$ cat config.mk
export PLATFORM = sky130hd
export DESIGN_NAME = bsteer_dev_flat
export DESIGN_NICKNAME = d
export VERILOG_FILES = /design/src/rtl/bsteer_pkg.sv /design/src/rtl/bsteer_link_if.sv /design/src/rtl/bsteer_dev.sv /design/src/flat_wrapper.sv
export SDC_FILE = /design/constraint.sdc
export NUM_CORES = 1
export LEC_CHECK = 0
export CAP_MARGIN = 20
export CORE_MARGIN = 3
export CORE_UTILIZATION = 43
export DETAILED_ROUTE_END_ITERATION = 10
export DONT_BUFFER_PORTS = 1
export PLACE_DENSITY_LB_ADDON = 0.08
export SLEW_MARGIN = 20
export SYNTH_ARGS = -nofsm -noshare
export SYNTH_HDL_FRONTEND = slang
export SYNTH_SLANG_ARGS = --single-unit
export TNS_END_PERCENT = 1
$ cat constraint.sdc
create_clock -name SYS_CLK -period 16 [get_ports SYS_CLK]
set_clock_uncertainty 0.1 [all_clocks]
set_input_delay 3.2 -clock SYS_CLK [delete_from_list [all_inputs] [get_ports SYS_CLK]]
set_output_delay 3.2 -clock SYS_CLK [all_outputs]
set_load 0.1 [all_outputs]
$ cat src/rtl/bsteer_pkg.sv
package bsteer_pkg;

  // ***************************************************************
  // bus geometry
  // ***************************************************************
  localparam int BUS_W  = 32;
  localparam int LANE_N = 4;
  localparam int BYTE_W = 8;

  // ***************************************************************
  // lane select patterns, active low
  // ***************************************************************
  localparam logic [3:0] LANE_WORD = 4'h0;
  localparam logic [3:0] LANE_B0   = 4'hE;
  localparam logic [3:0] LANE_B1   = 4'hD;
  localparam logic [3:0] LANE_B2   = 4'hB;
  localparam logic [3:0] LANE_B3   = 4'h7;
  localparam logic [3:0] LANE_NONE = 4'hF;

  // ***************************************************************
  // reset values of the link outputs
  // ***************************************************************
  localparam logic        RST_MREQ_N = 1'b1;
  localparam logic        RST_SEQ    = 1'b0;
  localparam logic        RST_WNR    = 1'b0;
  localparam logic        RST_WNB    = 1'b1;
  localparam logic [31:0] RST_WORD   = 32'h0000_0000;

  // ***************************************************************
  // timing and sizing defaults
  // ***************************************************************
  localparam int WAIT_CYCLES_DEF = 0;
  localparam int WAIT_CYCLES_MAX = 255;
  localparam int MEM_AW_DEF      = 8;

  // ***************************************************************
  // device end states
  // ***************************************************************
  typedef enum logic [0:0] {
    BSTEER_IDLE = 1'b0,
    BSTEER_DATA = 1'b1
  } bsteer_state_e;

endpackage

$ cat src/rtl/bsteer_link_if.sv
interface bsteer_link_if;

  // ***************************************************************
  // address and control, driven by the device end
  // ***************************************************************
  logic [31:0] address;
  logic [3:0]  lane_select_n;
  logic        write_not_read;
  logic        word_not_byte;
  logic        memory_request_n;
  logic        sequential_cycle;

  // ***************************************************************
  // data, split by direction; enable drives external drivers
  // ***************************************************************
  logic [31:0] dout;
  logic        write_driver_enable_n;
  logic [31:0] din;

  // ***************************************************************
  // stretch, driven by the controller end
  // ***************************************************************
  logic        cycle_stretch_n;

  modport dev (
    output address,
    output lane_select_n,
    output write_not_read,
    output word_not_byte,
    output memory_request_n,
    output sequential_cycle,
    output dout,
    output write_driver_enable_n,
    input  din,
    input  cycle_stretch_n
  );

  modport ctl (
    input  address,
    input  lane_select_n,
    input  write_not_read,
    input  word_not_byte,
    input  memory_request_n,
    input  sequential_cycle,
    input  dout,
    input  write_driver_enable_n,
    output din,
    output cycle_stretch_n
  );

endinterface

$ cat src/rtl/bsteer_dev.sv
// Functional notes
// - driver enable low only in write cycles
// - data bus enable low forces enable high
// - request announces the next bus cycle
// - controller samples request at unstretched boundary
// - fast capture points for controller
// - relaxed capture points at low rate
// - controller derives stretch from sampled request
// - endian select chooses byte ordering
// - little endian: byte 0 on bits 7:0
// - big endian: byte 0 on bits 31:24
// - word access: all bits, ignore address 1:0
// - byte store replicates low byte four times
// - memory writes only the addressed byte
// - little endian loads pick upward from 7:0
// - big endian loads pick downward from 31:24
// - loaded byte zero extended into low bits
// - lane selects decode address bits combinationally
// - word 0000, bytes 1110 1101 1011 0111
// - same decode in both endian modes
// - lane to data bits mapping per endianness
// - byte reads drive all lanes defined
// - memory may stretch cycles by holding low
module bsteer_dev (
  // clock and reset
  input  wire logic        SYS_CLK,
  input  wire logic        SYS_RST,
  // configuration
  input  wire logic        BIG_END,
  input  wire logic        DATA_BUS_ENABLE,
  // request
  input  wire logic        REQ_VALID,
  output logic             REQ_READY,
  input  wire logic        REQ_WRITE,
  input  wire logic        REQ_BYTE,
  input  wire logic [31:0] REQ_ADDR,
  input  wire logic [31:0] REQ_WDATA,
  // read answer
  output logic             RSP_VALID,
  output logic [31:0]      RSP_RDATA,
  // link
  bsteer_link_if.dev       LINK
);

  // ***************************************************************
  // helper functions
  // ***************************************************************
  function automatic logic [3:0] lane_decode(input logic wnb, input logic [1:0] a);
    logic [3:0] r;
    r = bsteer_pkg::LANE_WORD;
    if (!wnb) begin
      case (a)
        2'h0:    r = bsteer_pkg::LANE_B0;
        2'h1:    r = bsteer_pkg::LANE_B1;
        2'h2:    r = bsteer_pkg::LANE_B2;
        default: r = bsteer_pkg::LANE_B3;
      endcase
    end
    return r;
  endfunction

  function automatic logic [7:0] byte_pick(input logic [31:0] d, input logic [1:0] a,
                                           input logic big);
    logic [1:0] pos;
    logic [7:0] r;
    pos = big ? ~a : a;
    case (pos)
      2'h0:    r = d[7:0];
      2'h1:    r = d[15:8];
      2'h2:    r = d[23:16];
      default: r = d[31:24];
    endcase
    return r;
  endfunction

  // ***************************************************************
  // state
  // ***************************************************************
  bsteer_pkg::bsteer_state_e state;
  logic        pend;
  logic        p_write;
  logic        p_byte;
  logic [31:0] p_addr;
  logic [31:0] p_wdata;
  logic        mreq_n;
  logic        seq;
  logic        have_prev;
  logic [31:0] bus_addr;
  logic        bus_wnr;
  logic        bus_wnb;
  logic [31:0] bus_dout;
  logic        take;
  logic        boundary;
  logic        consume;
  logic        byte_store_op;
  logic        byte_load_op;
  logic        next_seq;
  logic [29:0] next_word;

  // a bus cycle ends on an edge with stretch high
  assign boundary = LINK.cycle_stretch_n;
  // single holding slot keeps one request in flight
  assign REQ_READY = !pend;
  assign take      = REQ_VALID && !pend;
  assign consume   = boundary && !mreq_n;

  assign byte_store_op = p_write && p_byte;
  assign byte_load_op  = !bus_wnr && !bus_wnb;
  assign next_word     = bus_addr[31:2] + 30'h1;
  assign next_seq      = have_prev && (p_write == bus_wnr) && !p_byte && bus_wnb
                         && (p_addr[31:2] == next_word);

  // ***************************************************************
  // request holding slot
  // ***************************************************************
  always_ff @(posedge SYS_CLK or posedge SYS_RST) begin
    if (SYS_RST) begin
      pend    <= 1'b0;
      p_write <= 1'b0;
      p_byte  <= 1'b0;
      p_addr  <= bsteer_pkg::RST_WORD;
      p_wdata <= bsteer_pkg::RST_WORD;
    end else if (take) begin
      pend    <= 1'b1;
      p_write <= REQ_WRITE;
      p_byte  <= REQ_BYTE;
      p_addr  <= REQ_ADDR;
      p_wdata <= REQ_WDATA;
    end else if (consume) begin
      pend <= 1'b0;
    end
  end

  // ***************************************************************
  // request and sequential indications
  // ***************************************************************
  // announce one cycle ahead
  // held while stretched, so it only moves on a boundary
  always_ff @(posedge SYS_CLK or posedge SYS_RST) begin
    if (SYS_RST) begin
      mreq_n <= bsteer_pkg::RST_MREQ_N;
      seq    <= bsteer_pkg::RST_SEQ;
    end else if (boundary) begin
      mreq_n <= !(pend && mreq_n);
      seq    <= pend && mreq_n && next_seq;
    end
  end

  // ***************************************************************
  // cycle state
  // ***************************************************************
  always_ff @(posedge SYS_CLK or posedge SYS_RST) begin
    if (SYS_RST) begin
      state <= bsteer_pkg::BSTEER_IDLE;
    end else begin
      case (state)
        bsteer_pkg::BSTEER_IDLE: begin
          if (consume) begin
            state <= bsteer_pkg::BSTEER_DATA;
          end
        end
        bsteer_pkg::BSTEER_DATA: begin
          if (boundary) begin
            state <= bsteer_pkg::BSTEER_IDLE;
          end
        end
        default: state <= bsteer_pkg::BSTEER_IDLE;
      endcase
    end
  end

  // ***************************************************************
  // address, control and write data
  // ***************************************************************
  // idle cycles keep the last address and type to save transitions
  always_ff @(posedge SYS_CLK or posedge SYS_RST) begin
    if (SYS_RST) begin
      bus_addr  <= bsteer_pkg::RST_WORD;
      bus_wnr   <= bsteer_pkg::RST_WNR;
      bus_wnb   <= bsteer_pkg::RST_WNB;
      bus_dout  <= bsteer_pkg::RST_WORD;
      have_prev <= 1'b0;
    end else if (consume) begin
      bus_addr  <= p_addr;
      bus_wnr   <= p_write;
      bus_wnb   <= !p_byte;
      have_prev <= 1'b1;
      if (byte_store_op) begin
        bus_dout <= {4{p_wdata[7:0]}};
      end else if (p_write) begin
        bus_dout <= p_wdata;
      end
    end
  end

  // ***************************************************************
  // read answer
  // ***************************************************************
  always_ff @(posedge SYS_CLK or posedge SYS_RST) begin
    if (SYS_RST) begin
      RSP_VALID <= 1'b0;
      RSP_RDATA <= bsteer_pkg::RST_WORD;
    end else begin
      RSP_VALID <= (state == bsteer_pkg::BSTEER_DATA) && boundary && !bus_wnr;
      if ((state == bsteer_pkg::BSTEER_DATA) && boundary && !bus_wnr) begin
        if (byte_load_op) begin
          RSP_RDATA <= {24'h00_0000, byte_pick(LINK.din, bus_addr[1:0], BIG_END)};
        end else begin
          RSP_RDATA <= LINK.din;
        end
      end
    end
  end

  // ***************************************************************
  // link outputs
  // ***************************************************************
  assign LINK.address          = bus_addr;
  assign LINK.write_not_read   = bus_wnr;
  assign LINK.word_not_byte    = bus_wnb;
  assign LINK.memory_request_n = mreq_n;
  assign LINK.sequential_cycle = seq;
  assign LINK.dout             = bus_dout;
  assign LINK.lane_select_n    = lane_decode(bus_wnb, bus_addr[1:0]);
  assign LINK.write_driver_enable_n = !((state == bsteer_pkg::BSTEER_DATA) && bus_wnr
                                        && DATA_BUS_ENABLE);

endmodule

$ cat src/flat_wrapper.sv
// flat-port wrapper written by rule: the top's interface ports become plain ports
module bsteer_dev_flat 
  (SYS_CLK, SYS_RST, BIG_END, DATA_BUS_ENABLE, REQ_VALID, REQ_READY, REQ_WRITE, REQ_BYTE, REQ_ADDR, REQ_WDATA, RSP_VALID, RSP_RDATA, LINK_address, LINK_lane_select_n, LINK_write_not_read, LINK_word_not_byte, LINK_memory_request_n, LINK_sequential_cycle, LINK_dout, LINK_write_driver_enable_n, LINK_din, LINK_cycle_stretch_n);
  bsteer_link_if LINK_i ();
  input  wire logic SYS_CLK;
  input  wire logic SYS_RST;
  input  wire logic BIG_END;
  input  wire logic DATA_BUS_ENABLE;
  input  wire logic REQ_VALID;
  output logic REQ_READY;
  input  wire logic REQ_WRITE;
  input  wire logic REQ_BYTE;
  input  wire logic [31:0] REQ_ADDR;
  input  wire logic [31:0] REQ_WDATA;
  output logic RSP_VALID;
  output logic [31:0] RSP_RDATA;
  output wire logic [$bits(LINK_i.address)-1:0] LINK_address;
  output wire logic [$bits(LINK_i.lane_select_n)-1:0] LINK_lane_select_n;
  output wire logic [$bits(LINK_i.write_not_read)-1:0] LINK_write_not_read;
  output wire logic [$bits(LINK_i.word_not_byte)-1:0] LINK_word_not_byte;
  output wire logic [$bits(LINK_i.memory_request_n)-1:0] LINK_memory_request_n;
  output wire logic [$bits(LINK_i.sequential_cycle)-1:0] LINK_sequential_cycle;
  output wire logic [$bits(LINK_i.dout)-1:0] LINK_dout;
  output wire logic [$bits(LINK_i.write_driver_enable_n)-1:0] LINK_write_driver_enable_n;
  input wire logic [$bits(LINK_i.din)-1:0] LINK_din;
  input wire logic [$bits(LINK_i.cycle_stretch_n)-1:0] LINK_cycle_stretch_n;
  assign LINK_address = LINK_i.address;
  assign LINK_lane_select_n = LINK_i.lane_select_n;
  assign LINK_write_not_read = LINK_i.write_not_read;
  assign LINK_word_not_byte = LINK_i.word_not_byte;
  assign LINK_memory_request_n = LINK_i.memory_request_n;
  assign LINK_sequential_cycle = LINK_i.sequential_cycle;
  assign LINK_dout = LINK_i.dout;
  assign LINK_write_driver_enable_n = LINK_i.write_driver_enable_n;
  assign LINK_i.din = LINK_din;
  assign LINK_i.cycle_stretch_n = LINK_cycle_stretch_n;
  bsteer_dev u_core (.SYS_CLK(SYS_CLK), .SYS_RST(SYS_RST), .BIG_END(BIG_END), .DATA_BUS_ENABLE(DATA_BUS_ENABLE), .REQ_VALID(REQ_VALID), .REQ_READY(REQ_READY), .REQ_WRITE(REQ_WRITE), .REQ_BYTE(REQ_BYTE), .REQ_ADDR(REQ_ADDR), .REQ_WDATA(REQ_WDATA), .RSP_VALID(RSP_VALID), .RSP_RDATA(RSP_RDATA), .LINK(LINK_i));
endmodule
==> Flow_metrics.wiki, run 1 <==
{| class="wikitable"
! Metric !! Value
|-
| EDFF count, synth || 0
|-
| Global-route usage over all layers || 20.5%
|-
| Worst hold path depth || 1
|-
| Detailed-placement wirelength estimate || 15100 microns
|-
| Via count of the first global-routing pass || 5973
|-
| Clock sink count || 170
|-
| Pin count of the biggest net entering global routing || 100
|-
| Status || finished, final reports clean
|-
| Io pins || 211
|-
| Syn_area_per_cell || 10.3 sq um
|-
| Hold Crit Class || flop to flop
|-
| Number of diodes || 0
|-
| CTS resizes || 0
|-
| Layout net count || 894
|-
| Area Growth Syn to Fin || 10.9%
|-
| Placed Cells || 1030
|-
| CTS tree || yes
|-
| Die outline area || 21100 sq um
|-
| Fin Setup TNS || 0 ns
|-
| Element type at the critical path end || output port
|-
| Final number of setup-violating endpoints || 0
|-
| Final period demand of the worst path || 7.26 ns
|-
| Achievable frequency || 0.138 GHz
|-
| Die Span X || 145 microns
|-
| Fraction of final layout cells with drive strength greater than 1 || 19.0%
|-
| Vias per std cell || 5.62
|-
| Setup repair after global routing missed its margin || no
|-
| Arrival time at the worst endpoint || 3.96 ns
|-
| Total number of H-tree levels || 4
|-
| Clock network latency to the later pin of the worst-skew pair || 0.43 ns
|-
| Number of distinct library cells after synthesis || 55
|-
| Clock Tree Root || sky130_fd_sc_hd__clkbuf_16
|-
| Worst hold-check slack || 0.368 ns
|-
| Setup CP Type || input port to output port
|-
| Number of antenna violations at the first check in global routing || 1
|-
| Number of cells on the critical path || 1
|-
| Required time reported for the critical path endpoint || 12.70 ns
|-
| Top delay family on crit path || simple AND/OR/NAND/NOR gates
|-
| Count of endpoints failing hold in the final timing report || 0
|-
| Count of nets left with antenna violations after detail routing || 0
|-
| Gate count after technology mapping || 808
|-
| DRC violation total after the first TritonRoute iteration || 349
|-
| IO Port Bufs || 0
|-
| Share of the core filled with cells in the final layout || 49.0%
|-
| Count of buffer and inverter cells on the critical path || 0
|-
| Main synth FF type || sky130_fd_sc_hd__dfrtp_1
|-
| Hold Buf Count CTS || 0
|-
| Reg2reg path depth || 8
|-
| Starting density of the core || 44.2%
|-
| Chip Height || 145 microns
|-
| Number of max-cap violations || 0
|-
| Finished Layout Cells || 1062
|-
| Slew Viols, Final || 0
|-
| Standard-cell row count || 50
|-
| Via count || 5966
|-
| Number of buffers between clock root and the deepest sink || 2
|-
| Area inside the core boundary || 18900 sq um
|-
| Post-Synthesis Cell Area || 8340 sq um
|-
| Cts bufs inserted || 17
|-
| Relative slew slack || 20.8%
|-
| Crit start category || input port
|-
| Number of synthesis warnings || 0
|-
| Residual DRC count || 0
|-
| Share of flip-flops with an asynchronous set or reset || 100%
|-
| Ratio of final minimum period to clock period || 45.3%
|-
| Delay of the slowest critical-path stage || 0.75 ns
|-
| Detailed Route WL || 21400 microns
|-
| Post-DR wirelength/cell || 20.2 microns
|-
| Routability Congestion || 0.834
|-
| Highest-delay cell along the critical path || sky130_fd_sc_hd__nand3_1
|-
| Clock transition at the register clock pins on the worst setup and hold paths after CTS || 0.07 ns
|-
| Number of post-CTS setup repair buffers || 0
|-
| Remaining Overflow, GRT || 0
|-
| Flip-flop and latch count after synthesis || 170
|-
| CP Max Fanout || 1
|-
| Commonest non-fill, non-tap cells in the layout || 208 x sky130_fd_sc_hd__nand2_1, 167 x sky130_fd_sc_hd__dfrtp_1, 74 x sky130_fd_sc_hd__o21ai_0, 72 x sky130_fd_sc_hd__mux2_2, 28 x sky130_fd_sc_hd__mux2i_1
|-
| TritonRoute pass-1 iters || 5
|-
| Most frequent standard cell in the layout excluding fill and tap cells || sky130_fd_sc_hd__nand2_1
|-
| Cells traversed along the worst timing path || nand3_1
|-
| Worst Tran Pin Value || 1.19 ns
|-
| Sequential area share after synthesis || 51.0%
|-
| Synthesized Nets || 913
|-
| First-pass GRT wire length || 34700 microns
|}
## registers in the layout, indices dropped and copies added (netlist names)
| register | count |
|---|---|
| u_core.LINK.sequential_cycle | 1 |
| u_core.state | 1 |
| u_core.LINK.memory_request_n | 1 |
| u_core.p_wdata | 32 |
| u_core.LINK.word_not_byte | 1 |
| u_core.p_byte | 1 |
| u_core.p_write | 1 |
| u_core.pend | 1 |
| u_core.LINK.write_not_read | 1 |
| u_core.RSP_VALID | 1 |
| u_core.have_prev | 1 |
| u_core.LINK.address | 32 |
| u_core.LINK.dout | 32 |
| u_core.p_addr | 32 |
| u_core.RSP_RDATA | 32 |
## path summary, 6_finish.rpt
kind,start,to,slack (ns)
max reg2reg,u_core.LINK.address[2]$_DFFE_PP0P_,u_core.LINK.sequential_cycle$_DFFE_PP0P_,12.39
max,DATA_BUS_ENABLE,LINK_write_driver_enable_n,8.74
min,u_core.have_prev$_DFFE_PP0P_,u_core.have_prev$_DFFE_PP0P_,0.37
min reg2reg,u_core.have_prev$_DFFE_PP0P_,u_core.have_prev$_DFFE_PP0P_,0.37
min in group asynchronous,SYS_RST,u_core.LINK.address[20]$_DFFE_PP0P_,2.69
max in group asynchronous,SYS_RST,u_core.LINK.address[1]$_DFFE_PP0P_,11.56
## area by class of cell
type                    count  area [sq um]
clock buffers              18           439
clock inverters            14           209
fillers                  1785          9640
inverters                  12          50.0
multi-input cells         576          3880
flip-flops and latches    170          4260
well taps                 260           325
repair buffers             12          90.1
## layer usage
| metal | wire length (microns) | track usage [%] | vias to the layer above |
|---|---|---|---|
| li1 | - | - | 2795 |
| met1 | 9110 | 26.7 | 2945 |
| met2 | 10100 | 32.4 | 206 |
| met3 | 1920 | 7.93 | 18 |
| met4 | 220 | 5.18 | 2 |
| met5 | 13 | 0 | - |
## cells in the mapped netlist, drive strengths merged (10+ instances only)
cell | instances | area share, %
dfrtp | 168 | 50
mux2i | 28 | 3.4
inv | 12 | 0.54
a21oi | 13 | 0.78
xnor2 | 20 | 2.1
o21ai | 75 | 4.5
nand4 | 11 | 0.82
nor2 | 11 | 0.49
mux4 | 16 | 4.3
nand3 | 14 | 0.84
clkbuf | 43 | 1.9
nand2 | 209 | 9.4
nor3 | 11 | 0.66
mux2 | 72 | 9.7
nor4 | 10 | 0.90
## per-stage QoR
step / instance area, sq um / worst slack [ns]
after floorplan: 8340 / 8.10
after global placement: 8600 / 8.72
after detailed placement: 8600 / 8.73
after CTS: 9250 / 8.73
after global routing: 9260 / 8.74
final: 9260 / 8.74
## cell families after synthesis
family | synth area share, %
AO/OA/AOI/OAI | 8.61
AND/OR/NAND/NOR | 17.0
buffers and inverters | 2.88
XOR/XNOR | 2.94
multiplexers | 17.4
flip-flops | 51.0
adder cells (fa/ha/maj) | 0.150
Power of run 1 is not shown: default switching activity piles up to over one toggle a cycle in this logic, so the estimate is an artifact.
==> run 2: changes to the inputs <==
- ABC_AREA: not set -> 1
- clock period: 16 -> 7.1 ns (I/O delays scaled with it)
==> Flow_metrics.wiki, run 2 <==
{| class="wikitable"
! Metric !! Value
|-
| Relative slew slack || 21.5% (+0.67 points)
|-
| Die Span X || 143 microns (-1.6%)
|-
| Element type at the critical path end || output port
|-
| Setup repair after global routing missed its margin || no
|-
| Arrival time at the worst endpoint || 2.66 ns (-1.30 ns)
|-
| Number of buffers between clock root and the deepest sink || 2 (unchanged)
|-
| Standard-cell row count || 49 (-2.0%)
|-
| Finished Layout Cells || 1192 (+12%)
|-
| Share of flip-flops with an asynchronous set or reset || 100% (unchanged)
|-
| Layout net count || 1055 (+18%)
|-
| Synthesized Nets || 1059 (+16%)
|-
| Hold Crit Class || flop to flop
|-
| Crit start category || flop
|-
| Number of diodes || 0 (unchanged)
|-
| Fin Setup TNS || 0 ns (unchanged)
|-
| Sequential area share after synthesis || 52.8% (+1.8 points)
|-
| Worst hold-check slack || 0.379 ns (+0.0102 ns)
|-
| Final period demand of the worst path || 4.18 ns
|-
| Fraction of final layout cells with drive strength greater than 1 || 12.3% (-6.7 points)
|-
| Number of post-CTS setup repair buffers || 0 (unchanged)
|-
| Number of antenna violations at the first check in global routing || 0 (-1)
|-
| Main synth FF type || sky130_fd_sc_hd__dfrtp_1
|-
| Min-delay src || u_core.have_prev$_DFFE_PP0P_
|-
| Hold Buf Count CTS || 0 (unchanged)
|-
| Io pins || 211 (unchanged)
|-
| Count of nets left with antenna violations after detail routing || 0 (unchanged)
|-
| Clock sink count || 170 (unchanged)
|-
| Worst hold path endpoint || u_core.have_prev$_DFFE_PP0P_
|-
| CTS resizes || 0 (unchanged)
|-
| Final number of setup-violating endpoints || 0 (unchanged)
|-
| Worst Tran Pin Value || 1.18 ns (-0.0101 ns)
|-
| Vias per std cell || 5.14 (-8.5%)
|-
| Post-Synthesis Cell Area || 8060 sq um (-3.4%)
|-
| Placed Cells || 1159 (+13%)
|-
| Residual DRC count || 0 (unchanged)
|-
| Number of max-cap violations || 0 (unchanged)
|-
| Via count || 6128 (+2.7%)
|-
| CP Max Fanout || 5 (+4)
|-
| Count of endpoints failing hold in the final timing report || 0 (unchanged)
|-
| Detailed Route WL || 21000 microns (-2.1%)
|-
| Global-route usage over all layers || 20.8% (+0.31 points)
|-
| Starting density of the core || 44.3% (+0.11 points)
|-
| Clock Tree Root || sky130_fd_sc_hd__clkbuf_16
|-
| TritonRoute pass-1 iters || 4 (-1)
|-
| Worst hold path depth || 1 (unchanged)
|-
| Pin count of the biggest net entering global routing || 112 (+12%)
|-
| Achievable frequency || 0.239 GHz
|-
| Setup CP Type || flop to output port
|-
| Final std cell area, no fill || 8940 sq um (-3.4%)
|-
| Detailed-placement wirelength estimate || 15300 microns (+0.79%)
|-
| Area Growth Syn to Fin || 11.0% (about the same)
|-
| Launch instance of the worst register-to-register path || u_core.LINK.address[3]$_DFFE_PP0P_
|-
| Required time reported for the critical path endpoint || 5.58 ns (-7.12 ns)
|-
| Status || finished, final reports clean
|-
| Syn_area_per_cell || 8.45 sq um (-18%)
|-
| Commonest non-fill, non-tap cells in the layout || 309 x sky130_fd_sc_hd__nand2_1, 168 x sky130_fd_sc_hd__dfrtp_1, 83 x sky130_fd_sc_hd__inv_1, 80 x sky130_fd_sc_hd__nor2_1, 55 x sky130_fd_sc_hd__nand3_1
|-
| IO Port Bufs || 0 (unchanged)
|-
| Most instantiated library cell after synthesis || sky130_fd_sc_hd__nand2_1
|-
| Clock transition at the register clock pins on the worst setup and hold paths after CTS || 0.07 ns (about the same)
|-
| Reg2reg path depth || 13 (+5)
|-
| Terminus of the critical flop-to-flop path || u_core.LINK.sequential_cycle$_DFFE_PP0P_
|-
| Slew Viols, Final || 0 (unchanged)
|-
| Chip Height || 143 microns (-1.6%)
|-
| Ratio of final minimum period to clock period || 58.9%
|-
| CTS tree || yes
|-
| Cts bufs inserted || 17 (unchanged)
|-
| Area inside the core boundary || 18200 sq um (-3.6%)
|-
| First-pass GRT wire length || 33100 microns (-4.7%)
|-
| Reg-to-reg slack, setup || 4.18 ns (-8.21 ns)
|-
| Via count of the first global-routing pass || 6128 (+2.6%)
|-
| Gate count after technology mapping || 954 (+18%)
|-
| Post-synth top area cell || sky130_fd_sc_hd__dfrtp_1
|-
| DRC violation total after the first TritonRoute iteration || 281 (-19%)
|-
| Number of distinct library cells after synthesis || 33 (-40%)
|-
| EDFF count, synth || 0 (unchanged)
|-
| Leading post-synthesis cells by cell area || sky130_fd_sc_hd__dfrtp_1 52%, sky130_fd_sc_hd__nand2_1 14%, sky130_fd_sc_hd__mux2_2 5.9%, sky130_fd_sc_hd__inv_1 3.9%, sky130_fd_sc_hd__nor2_1 3.8%
|-
| Most frequent standard cell in the layout excluding fill and tap cells || sky130_fd_sc_hd__nand2_1
|-
| Synth cell count leaders || 310 x sky130_fd_sc_hd__nand2_1, 168 x sky130_fd_sc_hd__dfrtp_1, 84 x sky130_fd_sc_hd__inv_1
|-
| Total number of H-tree levels || 4 (unchanged)
|-
| Remaining Overflow, GRT || 0 (unchanged)
|-
| Die outline area || 20400 sq um (-3.2%)
|-
| Placed cell areas || 8330 sq um (-3.1%)
|-
| Post-DR wirelength/cell || 17.6 microns (-13%)
|-
| Clock network latency to the later pin of the worst-skew pair || 0.42 ns (about the same)
|-
| Synth top area share || 52.1% (+1.8 points)
|-
| Routability Congestion || 0.828 (-0.61%)
|-
| Number of synthesis warnings || 0 (unchanged)
|-
| Flip-flop and latch count after synthesis || 170 (unchanged)
|}
==> run 2: cell types whose count changed after synthesis, moves of 41 or more <==
cell | before | now
sky130_fd_sc_hd__o21ai_0 | 74 | 33
sky130_fd_sc_hd__inv_1 | 12 | 84
sky130_fd_sc_hd__nor2_1 | 11 | 82
sky130_fd_sc_hd__nand2_1 | 209 | 310
sky130_fd_sc_hd__nand3_1 | 14 | 55
sky130_fd_sc_hd__a21oi_1 | 13 | 54
==> run 2: critical path, cell delays in order, from the launching register on <==
cell                      delay [ns]
sky130_fd_sc_hd__dfrtp_1        1.03
sky130_fd_sc_hd__inv_1          0.22
sky130_fd_sc_hd__a21oi_2        0.98
==> run 2: layout make-up <==
cell class,count,area [sq um]
Fill cell,1773,9260
Sequential cell,170,4260
Multi-Input combinational cell,665,3390
Clock buffer,18,439
Inverter,85,324
Tap cell,229,287
Clock inverter,14,146
Timing Repair Buffer,11,103
==> run 2: cells by family after synthesis <==
family,Yosys count,synth area share [%]
AND/OR/NAND/NOR,486,25.4
flip-flops,170,52.8
buffers and inverters,119,5.56
AO/OA/AOI/OAI,115,7.98
multiplexers,42,5.87
XOR/XNOR,21,2.28
adder cells (fa/ha/maj),1,0.155
==> run 2: how the worst max path moves through the flow <==
stage	from	slack, ns	end
finish	u_core.LINK.address[0]$_DFFE_PP0P_	2.92	LINK_lane_select_n[2]
global route	u_core.LINK.address[0]$_DFFE_PP0P_	2.85	LINK_lane_select_n[2]
CTS	u_core.LINK.address[0]$_DFFE_PP0P_	2.89	LINK_lane_select_n[2]
detailed placement	u_core.LINK.address[0]$_DFFE_PP0P_	3.36	LINK_lane_select_n[2]
global placement	u_core.LINK.address[0]$_DFFE_PP0P_	3.38	LINK_lane_select_n[2]
floorplan	SYS_RST	0.98	u_core.LINK.address[0]$_DFFE_PP0P_
==> run 2: per-stage QoR <==
step                      utilization, %  setup slack [ns]
after floorplan                        -             0.980
after global placement              45.8              3.38
after detailed placement            45.8              3.36
after CTS                           49.0              2.89
after global routing                49.1              2.85
final                               49.1              2.92
==> run 2: per-layer routing <==
layer  global-route usage (%)  part of all wire (%)  wire length (microns)  up-vias
met5                        0                     0                      0        -
met4                     6.40                   1.8                    384        0
met3                     6.87                   9.1                   1900       23
met2                     31.7                    45                   9340      180
met1                     28.3                    45                   9340     2872
li1                         -                     -                      -     3053
Power of run 2 is left out for the same reason.
